`config.mk`:
```
export PLATFORM = sky130hd
export DESIGN_NAME = spft_fifo_ctrl
export DESIGN_NICKNAME = d
export VERILOG_FILES = /design/src/hw/spft_pkg.sv /design/src/hw/spft_fifo_ctrl.sv
export SDC_FILE = /design/constraint.sdc
export NUM_CORES = 1
export LEC_CHECK = 0
export ABC_AREA = 1
export BUFFER_PORTS_ARGS = -buffer_cell sky130_fd_sc_hd__buf_2
export CORE_MARGIN = 2
export CORE_UTILIZATION = 40
export CTS_CLUSTER_DIAMETER = 60
export CTS_CLUSTER_SIZE = 12
export DETAILED_ROUTE_END_ITERATION = 10
export SLEW_MARGIN = 30
export SYNTH_ARGS = -nofsm -noshare
export SYNTH_HDL_FRONTEND = slang
export SYNTH_SLANG_ARGS = --single-unit
```
`constraint.sdc`:
```
create_clock -name ref_clk_i -period 2.25 [get_ports ref_clk_i]
set_input_delay 0.3375 -clock ref_clk_i [delete_from_list [all_inputs] [get_ports ref_clk_i]]
set_output_delay 0.3375 -clock ref_clk_i [all_outputs]
set_load 0.01 [all_outputs]
```
`src/hw/spft_pkg.sv`:
```
// Purpose: Shared constants and types for the serial FIFO threshold control.
// Assumes: 32-bit register words at byte offsets, FIFOs eight entries deep.
// Notes: The control word layout is carried as a packed struct.
package spft_pkg;
   localparam int ADDR_W = 8;
   localparam int CNT_W = 4;
   localparam logic [3:0] FIFO_DEPTH = 4'h8;

   localparam logic [7:0] OFS_FIFO_CTL = 8'h40;
   localparam logic [7:0] OFS_FIFO_STS = 8'h44;
   localparam logic [7:0] OFS_IRQ_STS = 8'h48;
   localparam logic [7:0] OFS_IRQ_MASK = 8'h4c;

   localparam logic [31:0] CTRL_RESET = 32'h4400_0000;
   localparam logic [31:0] CTRL_WMASK = 32'h7720_004f;
   localparam logic [3:0] IRQ_MASK_RESET = 4'hf;

   // Status word bit positions.
   localparam int STS_TX_CNT_LSB = 28;
   localparam int STS_TX_FULL = 27;
   localparam int STS_TX_EMPTY = 26;
   localparam int STS_RX_FULL = 25;
   localparam int STS_RX_EMPTY = 24;
   localparam int STS_TIMEOUT = 20;
   localparam int STS_RX_CNT_LSB = 12;
   localparam int STS_TX_LEVEL = 4;
   localparam int STS_OVERRUN = 2;
   localparam int STS_RX_LEVEL = 0;

   // Interrupt status and mask bit positions.
   localparam int IRQ_RX_LEVEL = 0;
   localparam int IRQ_TX_LEVEL = 1;
   localparam int IRQ_OVERRUN = 2;
   localparam int IRQ_TIMEOUT = 3;

   // Idle time before the receive time-out, in serial clock periods and in
   // peripheral clock periods; one peripheral period is one ref clock cycle.
   localparam int TO_MASTER_SCLK = 64;
   localparam int TO_SLAVE_PCLK = 576;
   localparam int TO_CNT_W = 10;
   localparam logic [9:0] TO_MASTER_TICKS = 10'(TO_MASTER_SCLK);
   localparam logic [9:0] TO_SLAVE_CYCLES = 10'(TO_SLAVE_PCLK * 1);

   typedef struct packed {
      logic rsv31;
      logic [2:0] tx_thr;
      logic rsv27;
      logic [2:0] rx_thr;
      logic [1:0] rsv23;
      logic rx_idle_irq_enable;
      logic [13:0] rsv20;
      logic rx_overflow_irq_enable;
      logic [1:0] rsv5;
      logic tx_level_irq_enable;
      logic rx_level_irq_enable;
      logic tx_flush;
      logic rx_flush;
   } spft_ctrl_t;

   typedef enum logic [1:0] {
      SPFT_TO_IDLE = 2'b00,
      SPFT_TO_RUN = 2'b01,
      SPFT_TO_DONE = 2'b11
   } spft_to_state_t;
endpackage : spft_pkg

```
`src/hw/spft_fifo_ctrl.sv`:
```
// Purpose: Fill counting, thresholds, flush and interrupts for serial FIFOs.
// Assumes: All inputs synchronous to ref_clk_i; one clock domain.
// Notes: The FIFO storage lives elsewhere and follows the flush pulses.
//
// The strobed register port is this design's own decision.
module spft_fifo_ctrl (
   input wire logic ref_clk_i,
   input wire logic rst_n_i,
   input wire logic [7:0] addr_i,
   input wire logic [31:0] wdata_i,
   input wire logic wr_i,
   input wire logic rd_i,
   output logic [31:0] rdata_o,
   input wire logic tx_push_i,
   input wire logic tx_pop_i,
   input wire logic rx_push_i,
   input wire logic rx_pop_i,
   input wire logic master_mode_i,
   input wire logic sclk_tick_i,
   output logic [3:0] tx_count_o,
   output logic [3:0] rx_count_o,
   output logic tx_full_o,
   output logic tx_empty_o,
   output logic rx_full_o,
   output logic rx_empty_o,
   output logic tx_level_flag_o,
   output logic rx_level_flag_o,
   output logic tx_flush_o,
   output logic rx_flush_o,
   output logic irq_o
);

   spft_pkg::spft_ctrl_t ctrl_q;
   spft_pkg::spft_to_state_t to_state_q;
   spft_pkg::spft_to_state_t to_state_d;
   logic [3:0] tx_cnt_q;
   logic [3:0] tx_cnt_d;
   logic [3:0] rx_cnt_q;
   logic [3:0] rx_cnt_d;
   logic tx_full_q;
   logic tx_empty_q;
   logic rx_full_q;
   logic rx_empty_q;
   logic tx_level_q;
   logic rx_level_q;
   logic overrun_q;
   logic timeout_q;
   logic [9:0] to_cnt_q;
   logic [9:0] to_cnt_d;
   logic to_evt;
   logic [3:0] irq_sts_q;
   logic [3:0] irq_mask_q;
   logic [3:0] irq_set;
   logic irq_q;
   logic [31:0] rdata_q;
   logic wr_ctl;
   logic wr_sts;
   logic wr_isr;
   logic wr_imr;
   logic rx_drop;
   logic [31:0] sts_word;

   // Next fill count; a flush wins over any push or pop in the same cycle.
   // A push into a full FIFO and a pop from an empty one are ignored here;
   // the receive side flags its lost word as an overrun elsewhere.
   function automatic logic [3:0] fifo_next(
      input logic [3:0] cnt,
      input logic push,
      input logic pop,
      input logic flush
   );
      logic up;
      logic dn;
      logic [3:0] n;
      // A pop in the same cycle frees the slot that a push into a full FIFO takes.
      up = push && ((cnt != spft_pkg::FIFO_DEPTH) || pop);
      dn = pop && (cnt != 4'h0);
      n = cnt;
      if (flush) begin
         n = 4'h0;
      end else if (up && !dn) begin
         n = cnt + 4'h1;
      end else if (dn && !up) begin
         n = cnt - 4'h1;
      end
      return n;
   endfunction : fifo_next

   function automatic logic is_full(input logic [3:0] cnt);
      return cnt == spft_pkg::FIFO_DEPTH;
   endfunction : is_full

   function automatic logic is_empty(input logic [3:0] cnt);
      return cnt == 4'h0;
   endfunction : is_empty

   // Exact decode: an address that maps to no register touches nothing.
   function automatic logic reg_hit(input logic [7:0] addr, input logic [7:0] ofs);
      return addr == ofs;
   endfunction : reg_hit

   // Idle limit for the time-out; the master base only advances on ticks.
   function automatic logic [9:0] to_limit(input logic master);
      logic [9:0] lim;
      lim = spft_pkg::TO_SLAVE_CYCLES;
      if (master) begin
         lim = spft_pkg::TO_MASTER_TICKS;
      end
      return lim;
   endfunction : to_limit

   assign wr_ctl = wr_i && reg_hit(addr_i, spft_pkg::OFS_FIFO_CTL);
   assign wr_sts = wr_i && reg_hit(addr_i, spft_pkg::OFS_FIFO_STS);
   assign wr_isr = wr_i && reg_hit(addr_i, spft_pkg::OFS_IRQ_STS);
   assign wr_imr = wr_i && reg_hit(addr_i, spft_pkg::OFS_IRQ_MASK);

   // Control register; flush bits read as one for a single cycle only.
   always_ff @(posedge ref_clk_i or negedge rst_n_i) begin
      if (!rst_n_i) begin
         ctrl_q <= spft_pkg::CTRL_RESET;
      end else if (wr_ctl) begin
         ctrl_q <= wdata_i & spft_pkg::CTRL_WMASK;
      end else begin
         ctrl_q.tx_flush <= 1'b0;
         ctrl_q.rx_flush <= 1'b0;
      end
   end

   assign tx_cnt_d = fifo_next(tx_cnt_q, tx_push_i, tx_pop_i, ctrl_q.tx_flush);
   assign rx_cnt_d = fifo_next(rx_cnt_q, rx_push_i, rx_pop_i, ctrl_q.rx_flush);

   // Fill counts and the flags derived from them are all registered.
   always_ff @(posedge ref_clk_i or negedge rst_n_i) begin
      if (!rst_n_i) begin
         tx_cnt_q <= 4'h0;
         rx_cnt_q <= 4'h0;
         tx_full_q <= 1'b0;
         rx_full_q <= 1'b0;
         tx_empty_q <= 1'b1;
         rx_empty_q <= 1'b1;
      end else begin
         tx_cnt_q <= tx_cnt_d;
         rx_cnt_q <= rx_cnt_d;
         tx_full_q <= is_full(tx_cnt_d);
         rx_full_q <= is_full(rx_cnt_d);
         tx_empty_q <= is_empty(tx_cnt_d);
         rx_empty_q <= is_empty(rx_cnt_d);
      end
   end

   // Level flags follow the new count against the present thresholds.
   // Registering them costs one cycle of lag after a threshold write, but keeps
   // every output of the block straight from a flop.
   always_ff @(posedge ref_clk_i or negedge rst_n_i) begin
      if (!rst_n_i) begin
         tx_level_q <= 1'b1;
         rx_level_q <= 1'b0;
      end else begin
         tx_level_q <= (tx_cnt_d <= {1'b0, ctrl_q.tx_thr});
         rx_level_q <= (rx_cnt_d > {1'b0, ctrl_q.rx_thr});
      end
   end

   // A word offered to a full receive FIFO is dropped, not stored.
   // A pop in the same cycle makes room; a flush discards everything anyway.
   assign rx_drop = rx_push_i && is_full(rx_cnt_q) && !rx_pop_i && !ctrl_q.rx_flush;

   // Overrun and time-out flags; a new event wins over a clear.
   always_ff @(posedge ref_clk_i or negedge rst_n_i) begin
      if (!rst_n_i) begin
         overrun_q <= 1'b0;
      end else if (rx_drop) begin
         overrun_q <= 1'b1;
      end else if (wr_sts && wdata_i[spft_pkg::STS_OVERRUN]) begin
         overrun_q <= 1'b0;
      end
   end

   always_ff @(posedge ref_clk_i or negedge rst_n_i) begin
      if (!rst_n_i) begin
         timeout_q <= 1'b0;
      end else if (to_evt) begin
         timeout_q <= 1'b1;
      end else if (rx_pop_i || (wr_sts && wdata_i[spft_pkg::STS_TIMEOUT])) begin
         timeout_q <= 1'b0;
      end
   end

   // Time-out watch: runs while the receive FIFO holds data and nobody
   // reads it. In master mode it counts serial clock ticks, in slave mode
   // ref clock cycles. It fires once and waits for a read or an empty FIFO.
   // Clearing the flag by a write does not rearm the watch, so one idle spell
   // raises one event however often software clears it.
   always_comb begin
      to_state_d = to_state_q;
      to_cnt_d = to_cnt_q;
      to_evt = 1'b0;
      case (to_state_q)
         spft_pkg::SPFT_TO_IDLE: begin
            to_cnt_d = 10'h000;
            if (!is_empty(rx_cnt_q) && !rx_pop_i && !ctrl_q.rx_flush) begin
               to_state_d = spft_pkg::SPFT_TO_RUN;
            end
         end
         spft_pkg::SPFT_TO_RUN: begin
            if (rx_pop_i || ctrl_q.rx_flush || is_empty(rx_cnt_q)) begin
               to_state_d = spft_pkg::SPFT_TO_IDLE;
            end else if (master_mode_i ? sclk_tick_i : 1'b1) begin
               to_cnt_d = to_cnt_q + 10'h001;
               if (to_cnt_d >= to_limit(master_mode_i)) begin
                  to_evt = 1'b1;
                  to_state_d = spft_pkg::SPFT_TO_DONE;
               end
            end
         end
         spft_pkg::SPFT_TO_DONE: begin
            if (rx_pop_i || ctrl_q.rx_flush || is_empty(rx_cnt_q)) begin
               to_state_d = spft_pkg::SPFT_TO_IDLE;
            end
         end
         default: begin
            to_state_d = spft_pkg::SPFT_TO_IDLE;
         end
      endcase
   end

   always_ff @(posedge ref_clk_i or negedge rst_n_i) begin
      if (!rst_n_i) begin
         to_state_q <= spft_pkg::SPFT_TO_IDLE;
         to_cnt_q <= 10'h000;
      end else begin
         to_state_q <= to_state_d;
         to_cnt_q <= to_cnt_d;
      end
   end

   // Sticky interrupt causes, each gated by its control enable.
   always_comb begin
      irq_set = 4'h0;
      irq_set[spft_pkg::IRQ_RX_LEVEL] = rx_level_q && ctrl_q.rx_level_irq_enable;
      irq_set[spft_pkg::IRQ_TX_LEVEL] = tx_level_q && ctrl_q.tx_level_irq_enable;
      irq_set[spft_pkg::IRQ_OVERRUN] = overrun_q && ctrl_q.rx_overflow_irq_enable;
      irq_set[spft_pkg::IRQ_TIMEOUT] = timeout_q && ctrl_q.rx_idle_irq_enable;
   end

   // Level causes set their bit again every cycle they hold, so software must
   // drop the enable or the level before a clear sticks.
   always_ff @(posedge ref_clk_i or negedge rst_n_i) begin
      if (!rst_n_i) begin
         irq_sts_q <= 4'h0;
      end else if (wr_isr) begin
         irq_sts_q <= (irq_sts_q & ~wdata_i[3:0]) | irq_set;
      end else begin
         irq_sts_q <= irq_sts_q | irq_set;
      end
   end

   always_ff @(posedge ref_clk_i or negedge rst_n_i) begin
      if (!rst_n_i) begin
         irq_mask_q <= spft_pkg::IRQ_MASK_RESET;
      end else if (wr_imr) begin
         irq_mask_q <= wdata_i[3:0];
      end
   end

   // The mask resets open so the control enables alone decide by default.
   always_ff @(posedge ref_clk_i or negedge rst_n_i) begin
      if (!rst_n_i) begin
         irq_q <= 1'b0;
      end else begin
         irq_q <= |(irq_sts_q & irq_mask_q);
      end
   end

   // The status word is assembled apart so the read mux is a plain select.
   always_comb begin
      sts_word = 32'h0000_0000;
      sts_word[spft_pkg::STS_TX_CNT_LSB +: 4] = tx_cnt_q;
      sts_word[spft_pkg::STS_RX_CNT_LSB +: 4] = rx_cnt_q;
      sts_word[spft_pkg::STS_TX_FULL] = tx_full_q;
      sts_word[spft_pkg::STS_TX_EMPTY] = tx_empty_q;
      sts_word[spft_pkg::STS_RX_FULL] = rx_full_q;
      sts_word[spft_pkg::STS_RX_EMPTY] = rx_empty_q;
      sts_word[spft_pkg::STS_TIMEOUT] = timeout_q;
      sts_word[spft_pkg::STS_TX_LEVEL] = tx_level_q;
      sts_word[spft_pkg::STS_OVERRUN] = overrun_q;
      sts_word[spft_pkg::STS_RX_LEVEL] = rx_level_q;
   end

   // Read data stand for exactly the cycle after the read strobe.
   always_ff @(posedge ref_clk_i or negedge rst_n_i) begin
      if (!rst_n_i) begin
         rdata_q <= 32'h0000_0000;
      end else if (rd_i) begin
         case (addr_i)
            spft_pkg::OFS_FIFO_CTL: begin
               rdata_q <= ctrl_q;
            end
            spft_pkg::OFS_FIFO_STS: begin
               rdata_q <= sts_word;
            end
            spft_pkg::OFS_IRQ_STS: begin
               rdata_q <= {28'h000_0000, irq_sts_q};
            end
            spft_pkg::OFS_IRQ_MASK: begin
               rdata_q <= {28'h000_0000, irq_mask_q};
            end
            default: begin
               rdata_q <= 32'h0000_0000;
            end
         endcase
      end else begin
         rdata_q <= 32'h0000_0000;
      end
   end

   assign rdata_o = rdata_q;
   assign tx_count_o = tx_cnt_q;
   assign rx_count_o = rx_cnt_q;
   assign tx_full_o = tx_full_q;
   assign tx_empty_o = tx_empty_q;
   assign rx_full_o = rx_full_q;
   assign rx_empty_o = rx_empty_q;
   assign tx_level_flag_o = tx_level_q;
   assign rx_level_flag_o = rx_level_q;
   assign tx_flush_o = ctrl_q.tx_flush;
   assign rx_flush_o = ctrl_q.rx_flush;
   assign irq_o = irq_q;

endmodule : spft_fifo_ctrl

```
; ---- Yosys cells after proc, flatten, opt, wreduce, memory -nomap -nowiden
; Cells that the tools add are included.
[word_totals]
latchBits = 0
ramBits = 0
word_cells = 133
romBits = 0
in_bits = 50
memories = 0
reg_bits = 81
[classes]
n_div = 0
muxes = 32
n_eq_ne = 17
shifts = 0
n_lt_le_gt_ge = 3
mul = 0
n_addsub = 5
n_reduce_logical = 47
bitwise = 5
[op_table]
columns = op, n
row1 = $pmux 32 s4, 1
row2 = $mux 10, 6
row3 = $eq 8x7->1 const B, 4
row4 = $mux 32, 1
row5 = $mux 4, 7
row6 = $logic_and 1x1->1, 23
row7 = $pmux 10 s2, 1
row8 = $eq 4x4->1 const B, 3
row9 = $logic_not 4->1, 3
row10 = $mux 2, 6
row11 = $add 10x1->10 const B, 1
row12 = $ge 10x10->1, 1
row13 = $mux 1, 9
row14 = $add 4x1->4 const B, 2
row15 = $and 4x4->4, 2
row16 = $ne 2x2->1 const B, 4
row17 = $ne 4x4->1 const B, 2
row18 = $or 4x4->4, 2
row19 = $reduce_bool 4->1, 2
row20 = $sub 4x1->4 const B, 2
row21 = $logic_not 1->1, 7
row22 = $ne 3x3->1 const B, 2
row23 = $pmux 2 s3, 1
row24 = $reduce_bool 2->1, 3
row25 = 10 further kinds, 14

; ---- Logic depth before layout (Yosys ltp)
; Gate-level depths: netlist of the first run.
[depth]
depth_word = 10
ltp_mapped = 15
ltp_nobuf = 15

; ---- Worst setup path after synthesis of the first run
; OpenSTA, ideal clock, no wires.
[synth_timing]
path_type = reg2reg
from = reg rx_cnt_q[0] (netlist: rx_count_o[0])
to = reg rx_level_q (netlist: rx_level_flag_o)
t_arrival_ns = 1.952
path_stages_with_launch = 14
period_less_slack_ns = 2.074
setup_slack_ns = 0.176
path_cell_list = dfrtp_1 > inv_1 > ha_1 > nand2_1 > nand2_1 > nand3_1 > nand3_1 > nand3_1 > inv_1 > ha_1 > a21oi_1 > nor2_1 > o21ai_0 > nand2_1
[synth_via]
elab_chain_cells = 9
elab_cells_between_ends = 15
classes_between = add/sub: 2 / order compare: 1 / eq/ne: 1 / mux: 3 / reduce/logical: 8
[synth_lines]
columns = item, line_no
row1 = start: declaration, spft_fifo_ctrl.sv:38  ; logic [3:0] rx_cnt_q;
row2 = start signal: assignment, spft_fifo_ctrl.sv:143  ; rx_cnt_q <= rx_cnt_d;
row3 = $ne 4x4->1, spft_fifo_ctrl.sv:76  ; up = push && ((cnt != spft_pkg::FIFO_DEPTH) || pop);
row4 = $logic_or 1x1->1, spft_fifo_ctrl.sv:76
row5 = $logic_and 1x1->1, spft_fifo_ctrl.sv:76
row6 = $logic_not 1->1, spft_fifo_ctrl.sv:83  ; end else if (dn && !up) begin
row7 = $logic_and 1x1->1, spft_fifo_ctrl.sv:83
row8 = $mux 4, spft_fifo_ctrl.sv:83
row9 = $mux 4 *, spft_fifo_ctrl.sv:81  ; end else if (up && !dn) begin
row10 = $mux 4 *, spft_fifo_ctrl.sv:79  ; if (flush) begin
row11 = net rx_cnt_d[1], spft_fifo_ctrl.sv:39  ; logic [3:0] rx_cnt_d;
row12 = $gt 4x3->1 *, spft_fifo_ctrl.sv:160  ; rx_level_q <= (rx_cnt_d > {1'b0, ctrl_q.rx_thr});
row13 = end signal: assignment, spft_fifo_ctrl.sv:160
row14 = end: declaration, spft_fifo_ctrl.sv:45  ; logic rx_level_q;
; Mark *: on every way through the listed nets, which the timed path passes. The rest lies on a longest branch.
; A chain may end at the register's enable or synchronous reset.

; ---- Final worst setup path of the first run
[layout_timing]
from = reg rx_cnt_q[1] (netlist: rx_count_o[1])
to = reg rx_level_q (netlist: rx_level_flag_o)
; The elaborated chain is that of the path after synthesis.

==> flow_metrics.py, run 1 <==
metrics = {
    "status": {
        "outcome": "finished clean",
    },
    "setup_path": {
        "critPathLaunchType": "register",
        "cp_slowest_cell": "dfrtp_1",
        "crit_top_cell": "nand3_1",
        "critPathBufInv": 2,
        "crit_required_ps": 2490,
        "critPathTopFamily": "simple AND/OR/NAND/NOR gates",
        "r2r_slack_ps": 160,
        "crit_type": "register to register",
        "max_stage_delay_ps": 410,
        "crit_arrival_ps": 2330,
        "cp-end-kind": "register",
        "crit_chain": "inv_1, ha_2, nand3_1, nand3_4, nand3_1, nand3_1, inv_1, ha_1, a21oi_1, nor2_1, o21ai_1, nand2_1",
        "crit_path_max_fanout": 7,
    },
    "clock_network": {
        "clock_latency_ps": 350,
        "clock_path_buffers": 2,
        "cts-root-buf": "clkbuf_8",
        "htree_levels": 3,
        "cts.clk_slew.worst_paths_ps": 70,
        "cts_made_buffers": 9,
        "tritoncts": "built",
        "cts.sinks": 69,
    },
    "yosys": {
        "yosysTopAreaCell": "dfrtp_1",
        "synthFlopType": "dfrtp_1",
        "synth.top_cells.by_count": "nand2_1, inv_1, dfrtp_1",
        "syn_area_sq_mm": 0.00362,
        "synth_warnings": 0,
        "synth.most_common_cell": "nand2_1",
        "synth_edf_count": 0,
        "synth_area_leaders": "dfrtp_1, nand2_1, nand3_1, inv_1, dfstp_2",
        "synth_cells": 455,
        "synth_top_area_share": 0.414,
        "ys_ff_latch": 69,
        "ys_async_sr_fraction": 1.00,
        "synth.distinct_cells": 29,
        "avgSynthCellArea_sq_um": 7.97,
        "ys_seq_area_frac": 0.479,
    },
    "route": {
        "via_per_inst": 4.78,
        "wl_per_cell_um": 13.2,
        "drt-initial-drc-count": 108,
        "drt_first_pass_iters": 5,
        "vias": 3130,
        "drc_errors": 0,
        "wl_um": 8640,
        "postRouteAntennaNets": 0,
    },
    "sta": {
        "drv_slew": 0,
        "fin_crit_sh": 0.928,
        "setup_violations": 0,
        "fin_ws_ps": 162,
        "setup_tns_ps": 0,
        "fin_skew_ps": 4.99,
        "finalHoldViolCount": 0,
        "fin_crit_ps": 2090,
        "clock.fmax_mhz": 479,
    },
    "place": {
        "dp_hpwl_um": 6380,
        "routabilityCongestion": 0.866,
        "preCtsSetupSlack_ps": 89.2,
        "io_buffers": 67,
        "dpl_cell_area_sq_mm": 0.00411,
    },
    "global_routing": {
        "grtUsageTotal": 0.185,
        "grt_pass1_wl_um": 14400,
        "overflow": 0,
        "antenna_found_initial": 0,
        "grt_max_degree": 70,
        "grt_pass1_vias": 3096,
    },
    "layout": {
        "area_growth_pct": 19.2,
        "final_cell_area_sq_mm": 0.00432,
        "layout-drive-gt1-share": 0.207,
        "antenna_cells": 0,
        "layout.nets": 607,
    },
    "floorplan": {
        "core_sq_mm": 0.00876,
        "io_pins": 99,
        "die_y_um": 99.2,
        "fp.dieW_um": 99.2,
        "fp-row-count": 34,
        "dieArea_sq_mm": 0.00984,
        "start_util": 0.414,
    },
    "pwr": {
        "power_density_mw_per_mm2": 816,
        "power_leakage_nw": 2.38,
        "vdd_drop_max_v": 0.000326,
    },
    "hold_path": {
        "min_path_type": "input port to asynchronous set/reset pin",
    },
    "job": {
        "max_cap_viol_count": 0,
    },
}
-- stage by stage --
stage                     hold WS, ps  utilization  instances  total power, mW
final                            2.32        0.493        655             3.52
after global routing             38.5        0.493        655             3.79
after CTS                        15.3        0.487        653             3.53
after detailed placement          396        0.469        637             2.64
after global placement            394        0.469        637             2.61
after floorplan                  41.9            -        466             2.24
-- placed cells by master, fill, tap and decap left out, drive strengths merged --
master	Yosys	routed
nor4	2	2
conb	1	12
clkinvlp	0	1
dfstp	9	9
ha	15	15
o21ai	26	26
clkbuf	1	14
xnor2	3	3
a21oi	14	14
dfrtp	60	60
nand4	4	4
a22oi	1	1
o22ai	4	4
nand3	59	59
xor2	3	3
clkinv	1	2
o32ai	1	1
nor3	13	13
buf	15	81
inv	74	74
nand2	110	110
or2	1	1
nor2	38	38
-- repair_timing --
item | CTS | global route
hold buffers | 0 | 0
endpoints found under the setup margin | 0 | 2
resized for setup | 0 | 12
buffers inserted | 0 | 2
-- final timing paths --
kind,from,end,depth (start not counted)
min,rst_n_i,ctrl_q[3]$_DFFE_PN0P_,2
max in group asynchronous,rst_n_i,rx_empty_o$_DFF_PN1_,2
max reg2reg,rx_count_o[1]$_DFF_PN0_,rx_level_flag_o$_DFF_PN0_,12
max,rx_count_o[1]$_DFF_PN0_,rx_level_flag_o$_DFF_PN0_,12
min in group ref_clk_i,wdata_i[24],ctrl_q[24]$_DFFE_PN0P_,3
min reg2reg,to_state_q[1]$_DFFE_PN0P_,to_state_q[0]$_DFFE_PN0P_,1
-- final cells by class --
type / count / area, sq um
Clock buffer: 14 / 143
Clock inverter: 2 / 12.5
Fill cell: 901 / 4440
Inverter: 75 / 282
Multi-Input combinational cell: 306 / 1560
Sequential cell: 69 / 1740
Tap cell: 108 / 135
Timing Repair Buffer: 81 / 453
-- registers in the layout, summed over array words and instances (netlist names), 2 cells and up --
register,count
tx_count_o,4
to_cnt_q,10
rx_count_o,4
irq_sts_q,4
to_state_q,2
irq_mask_q,4
rdata_o,20
ctrl_q,10
-- per-layer routing --
layer,global-route usage,vias up,part of all wire
met3,0.0323,9,0.052
li1,-,1600,-
met1,0.249,1442,0.45
met4,0.0885,0,0.016
met5,0,-,0
met2,0.291,79,0.48
-- report_power, final --
group / switching [mW] / internal [mW] / total (mW)
Combinational: 0.702 / 0.458 / 1.16
Clock: 0.463 / 0.401 / 0.864
Sequential: 0.116 / 1.38 / 1.50
-- cells by family (layout without fill, tap and decap cells) --
| kind of cell | after synthesis | after routing | synth area share |
|---|---|---|---|
| XOR/XNOR | 6 | 6 | 0.0145 |
| buffers and inverters | 91 | 172 | 0.112 |
| adder cells (fa/ha/maj) | 15 | 15 | 0.0518 |
| AO/OA/AOI/OAI | 46 | 46 | 0.0666 |
| AND/OR/NAND/NOR | 227 | 227 | 0.274 |
| other | 1 | 12 | 0.00103 |
| flip-flops | 69 | 69 | 0.479 |
Power figures use the tool's default switching activity.
==> run 2, diff against run 1 <==
--- a/config.mk
+++ b/config.mk
@@ -12,6 +12,7 @@
 export CTS_CLUSTER_DIAMETER = 60
 export CTS_CLUSTER_SIZE = 12
 export DETAILED_ROUTE_END_ITERATION = 10
+export HOLD_SLACK_MARGIN = 0.05
 export SLEW_MARGIN = 30
 export SYNTH_ARGS = -nofsm -noshare
 export SYNTH_HDL_FRONTEND = slang
==> run 2 against run 1 <==
Net effect: core utilization grew 0.11 points; via count hardly changed; count of clock-buffer cells in the layout did not move; highest routed layer unchanged.
==> flow_metrics.py, run 2 (same netlist as run 1, synthesis figures left out) <==
metrics = {
    "status": {
        "outcome": "finished clean",
    },
    "setup_path": {
        "r2r_slack_ps": 160,
        "crit_chain": "inv_1, ha_2, nand3_1, nand3_4, nand3_1, nand3_1, inv_1, ha_1, a21oi_1, nor2_1, o21ai_1, nand2_1",
        "r2r-start": "rx_count_o[1]$_DFF_PN0_",
        "critPathLaunchType": "register",
        "max_stage_delay_ps": 410,
        "cp-end-kind": "register",
        "setup.worst_path.end": "rx_level_flag_o$_DFF_PN0_",
        "critPathTopFamily": "simple AND/OR/NAND/NOR gates",
        "crit_arrival_ps": 2320,
        "crit_type": "register to register",
        "r2r_end": "rx_level_flag_o$_DFF_PN0_",
        "crit_path_max_fanout": 7,
        "r2r_cells": 12,
        "crit_required_ps": 2480,
        "critPathBufInv": 2,
        "crit_top_cell": "nand3_1",
        "cp_slowest_cell": "dfrtp_1",
        "path_depth": 12,
        "crit_path_start": "rx_count_o[1]$_DFF_PN0_",
    },
    "route": {
        "wl_per_cell_um": 13.1,
        "wl_um": 8630,
        "drc_errors": 0,
        "via_per_inst": 4.77,
        "vias": 3128,
        "drt_first_pass_iters": 5,
        "postRouteAntennaNets": 0,
        "drt-initial-drc-count": 106,
    },
    "floorplan": {
        "dieArea_sq_mm": 0.00984,
        "fp-row-count": 34,
        "die_y_um": 99.2,
        "core_sq_mm": 0.00876,
        "start_util": 0.414,
        "fp.dieW_um": 99.2,
        "io_pins": 99,
    },
    "clock_network": {
        "clock_path_buffers": 2,
        "htree_levels": 3,
        "cts.sinks": 69,
        "tritoncts": "built",
        "cts.clk_slew.worst_paths_ps": 70,
        "clock_latency_ps": 350,
        "cts_made_buffers": 9,
        "cts-root-buf": "clkbuf_8",
    },
    "place": {
        "preCtsSetupSlack_ps": 89.2,
        "dp.cells": 637,
        "io_buffers": 67,
        "dp_hpwl_um": 6380,
        "routabilityCongestion": 0.866,
    },
    "global_routing": {
        "antenna_found_initial": 0,
        "overflow": 0,
        "grt_pass1_vias": 3096,
        "grt_max_degree": 70,
        "grt_pass1_wl_um": 14400,
        "grtUsageTotal": 0.185,
    },
    "pwr": {
        "power_density_mw_per_mm2": 813,
        "pwr-share-seq": 0.426,
        "switching_share": 0.363,
        "p_int_mw": 2.24,
        "vdd_drop_max_v": 0.000326,
        "switchingPower_mw": 1.28,
        "clockPowerShare": 0.244,
        "p_comb_frac": 0.330,
        "power_leakage_nw": 2.38,
    },
    "sta": {
        "fin_ws_ps": 162,
        "fin_crit_ps": 2090,
        "hold-worst-slack_ps": 199,
        "setup_violations": 0,
        "fin_crit_sh": 0.928,
        "drv_slew": 0,
        "setup_tns_ps": 0,
        "clock.fmax_mhz": 479,
        "fin_skew_ps": 5.06,
        "finalHoldViolCount": 0,
    },
    "layout": {
        "antenna_cells": 0,
        "layout_common_cells": "nand2_1, inv_1, buf_2, dfrtp_1, nand3_1",
        "layout_commonest_cell": "nand2_1",
        "layout-drive-gt1-share": 0.206,
        "layout.cells.non_filler": 656,
        "area_growth_pct": 19.4,
        "largest_register_ffs": 20,
        "final_util": 0.494,
        "layout.nets": 608,
    },
    "job": {
        "max_cap_viol_count": 0,
    },
    "hold_path": {
        "min_path_type": "input port to register",
    },
}
-- run 2: cell types whose count changed in the layout (fill, tap and decap cells not counted), sizes merged --
cell,delta
dlygate4sd3,+1
-- run 2: final cells by class --
type	count	area, sq um
Clock inverter	2	12.5
Inverter	75	282
Sequential cell	69	1740
Timing Repair Buffer	82	463
Clock buffer	14	143
Multi-Input combinational cell	306	1560
Tap cell	108	135
Fill cell	900	4430
-- run 2: per-stage QoR --
step           instance area [sq um]  power, mW
4_1_cts                         4280       3.53
2_1_floorplan                   3670       2.24
3_3_place_gp                    4110       2.61
6_report                        4330       3.52
3_5_place_dp                    4110       2.64
5_1_grt                         4330       3.79
-- run 2: power groups by stage --
| stage | combinational, mW | clock, mW | sequential, mW |
|---|---|---|---|
| floorplan | 0.671 | 0 | 1.57 |
| detailed placement | 1.12 | 0 | 1.52 |
| finish | 1.16 | 0.859 | 1.50 |
| global placement | 1.10 | 0 | 1.52 |
| global route | 1.33 | 0.942 | 1.52 |
| CTS | 1.14 | 0.893 | 1.50 |
-- run 2: per-layer routing --
metal	track usage	vias up	part of all wire
met3	0.0316	7	0.053
li1	-	1601	-
met4	0.0885	0	0.013
met5	0	-	0
met2	0.291	88	0.49
met1	0.250	1432	0.45
-- run 2: worst min path at each step --
stage          depth (start not counted)                      to         from  slack (ps)
3_3_place_gp                           2    rdata_o[3]$_DFF_PN0_      rst_n_i         390
5_1_grt                                3  ctrl_q[24]$_DFFE_PN0P_  wdata_i[24]         190
3_5_place_dp                           2    rdata_o[3]$_DFF_PN0_      rst_n_i         400
4_1_cts                                3  ctrl_q[24]$_DFFE_PN0P_  wdata_i[24]         180
2_1_floorplan                          0  ctrl_q[21]$_DFFE_PN0P_      rst_n_i          40
6_report                               3  ctrl_q[24]$_DFFE_PN0P_  wdata_i[24]         200
-- run 2: repair_timing --
item / in CTS / in global routing
hold buffers: 1 / 0
gates resized for setup: 0 / 12
endpoints found under the setup margin: 0 / 2
buffers inserted: 0 / 2
hold endpoints to repair: 60 / 0
-- run 2: worst min-delay path, cell delays in order --
cell and delay, ps:
buf_2 80, nand2_1 40, nand2_1 50
==> run 3, diff against run 2 <==
--- a/config.mk
+++ b/config.mk
@@ -7,12 +7,15 @@
 export LEC_CHECK = 0
 export ABC_AREA = 1
 export BUFFER_PORTS_ARGS = -buffer_cell sky130_fd_sc_hd__buf_2
+export CELL_PAD_IN_SITES_DETAIL_PLACEMENT = 1
+export CELL_PAD_IN_SITES_GLOBAL_PLACEMENT = 1
 export CORE_MARGIN = 2
-export CORE_UTILIZATION = 40
+export CORE_UTILIZATION = 38
 export CTS_CLUSTER_DIAMETER = 60
 export CTS_CLUSTER_SIZE = 12
 export DETAILED_ROUTE_END_ITERATION = 10
 export HOLD_SLACK_MARGIN = 0.05
+export PLACE_DENSITY_LB_ADDON = 0.1
 export SLEW_MARGIN = 30
 export SYNTH_ARGS = -nofsm -noshare
 export SYNTH_HDL_FRONTEND = slang
==> run 3 against run 2 <==
Net effect: first-iteration DRC count down 42%; sequential power about the same; wire length up 11%; largest cell class unchanged.
==> flow_metrics.py, run 3 (same netlist as run 1, synthesis figures left out) <==
metrics = {
    "layout": {
        "layout.nets": 611,
        "final_util": 0.479,
        "fill_cells": 1171,
        "largest_register_ffs": 20,
        "layout_common_cells": "nand2_1, inv_1, buf_2, dfrtp_1, nand3_1",
        "antenna_cells": 0,
        "multi_input_area_sq_mm": 0.00159,
        "layout.cells.non_filler": 679,
        "layout_commonest_cell": "nand2_1",
        "regArea_sq_mm": 0.00174,
        "layout-drive-gt1-share": 0.231,
        "area_growth_pct": 22.0,
    },
    "clock_network": {
        "clock_path_buffers": 2,
        "cts.clk_slew.worst_paths_ps": 70,
        "tritoncts": "built",
        "cts-root-buf": "clkbuf_8",
        "cts.sinks": 69,
        "clock_latency_ps": 340,
        "htree_levels": 3,
        "cts_made_buffers": 9,
    },
    "setup_path": {
        "critPathLaunchType": "register",
        "crit_chain": "inv_2, ha_2, nand3_1, nand2_1, nand2_2, buf_4, nand2_1, nand3_1, ha_1, nand3_1, nand2_1, nand2_1, inv_1",
        "critPathTopFamily": "simple AND/OR/NAND/NOR gates",
        "crit_required_ps": 2540,
        "cp-end-kind": "register",
        "crit_path_max_fanout": 5,
        "cp_slowest_cell": "dfrtp_1",
        "crit_arrival_ps": 2320,
        "critPathBufInv": 3,
        "max_stage_delay_ps": 400,
        "crit_type": "register to register",
        "crit_top_cell": "nand2_1",
    },
    "sta": {
        "fin_crit_sh": 0.905,
        "finalHoldViolCount": 0,
        "drv_slew": 0,
        "setup_tns_ps": 0,
        "fin_skew_ps": 8.17,
        "fin_ws_ps": 214,
        "fin_crit_ps": 2040,
        "rsz0062_at_grt": "false",
        "setup_violations": 0,
        "clock.fmax_mhz": 491,
    },
    "place": {
        "io_buffers": 67,
        "preCtsSetupSlack_ps": 25.1,
        "dp_hpwl_um": 7370,
        "dp.cells": 660,
        "routabilityCongestion": 0.822,
    },
    "route": {
        "drt-initial-drc-count": 62,
        "drt_first_pass_iters": 4,
        "wl_um": 9590,
        "wl_per_cell_um": 14.1,
        "drc_errors": 0,
        "postRouteAntennaNets": 0,
        "via_per_inst": 4.74,
        "vias": 3219,
    },
    "floorplan": {
        "fp-row-count": 35,
        "fp.dieW_um": 102,
        "dieArea_sq_mm": 0.0103,
        "io_pins": 99,
        "core_sq_mm": 0.00924,
        "die_y_um": 102,
        "start_util": 0.392,
    },
    "global_routing": {
        "grt_max_degree": 70,
        "overflow": 0,
        "grt_pass1_vias": 3299,
        "grtUsageTotal": 0.201,
        "antenna_found_initial": 0,
        "grt_pass1_wl_um": 16000,
    },
    "hold_path": {
        "min_path_type": "input port to register",
    },
    "pwr": {
        "power_density_mw_per_mm2": 828,
        "power_leakage_nw": 2.41,
        "vdd_drop_max_v": 0.000482,
    },
    "status": {
        "outcome": "finished clean",
    },
    "job": {
        "max_cap_viol_count": 0,
    },
}
run 3: changes by cell type in the layout (fill, tap and decap cells not counted), moves of 3 or more:
cell      change
inv_2         +4
buf_4         +3
inv_1         -4
clkbuf_1      -3
run 3: worst register-to-register path: stages (launching register included):
cell	delay (ps)
dfrtp_1	400
inv_2	90
ha_2	180
nand3_1	160
nand2_1	210
nand2_2	100
buf_4	130
nand2_1	60
nand3_1	110
ha_1	310
nand3_1	70
nand2_1	60
nand2_1	50
inv_1	50
run 3: worst paths after layout:
| kind | start | to | slack (ps) | depth (start not counted) |
|---|---|---|---|---|
| hold reg to reg | rx_flush_o$_DFF_PN0_ | overrun_q$_DFFE_PN0P_ | 500 | 1 |
| setup / recovery | tx_count_o[0]$_DFF_PN0_ | tx_level_flag_o$_DFF_PN1_ | 210 | 13 |
| hold / removal | wdata_i[21] | ctrl_q[21]$_DFFE_PN0P_ | 200 | 3 |
| min in group asynchronous | rst_n_i | rdata_o[3]$_DFF_PN0_ | 550 | 3 |
| setup reg to reg | tx_count_o[0]$_DFF_PN0_ | tx_level_flag_o$_DFF_PN1_ | 210 | 13 |
| max in group asynchronous | rst_n_i | rx_empty_o$_DFF_PN1_ | 1350 | 3 |
run 3: repair_timing:
| item | CTS | global route |
|---|---|---|
| hold buffers | 1 | 0 |
| setup buffers | 0 | 3 |
| endpoints found under the setup margin | 1 | 2 |
| pin swaps | 0 | 2 |
| resized for setup | 1 | 21 |
| endpoints found under the hold margin | 60 | 0 |
| cloned | 0 | 0 |
run 3: stage by stage:
| stage | hold WS, ps | cell area [sq um] | total power [mW] |
|---|---|---|---|
| after global routing | 195 | 4420 | 3.96 |
| after floorplan | 41.9 | 3670 | 2.24 |
| after global placement | 394 | 4160 | 2.64 |
| final | 203 | 4420 | 3.66 |
| after CTS | 187 | 4340 | 3.64 |
| after detailed placement | 398 | 4160 | 2.70 |
run 3: area by class of cell:
type	instances	share of cell area
clock buffers	13	0.0359
inverters	75	0.0636
repair buffers	85	0.110
clock inverters	2	0.00226
flip-flops and latches	69	0.393
well taps	129	0.0365
multi-input cells	306	0.358
run 3: routing by layer:
metal	track usage	share of wire
met1	0.270	0.47
met2	0.325	0.48
met3	0.0511	0.041
met4	0.0499	0.0093
met5	0	0
run 3: where the power goes:
part	total [mW]	internal (mW)	switching, mW
Clock	0.902	0.452	0.450
Combinational	1.26	0.498	0.757
Sequential	1.51	1.39	0.120
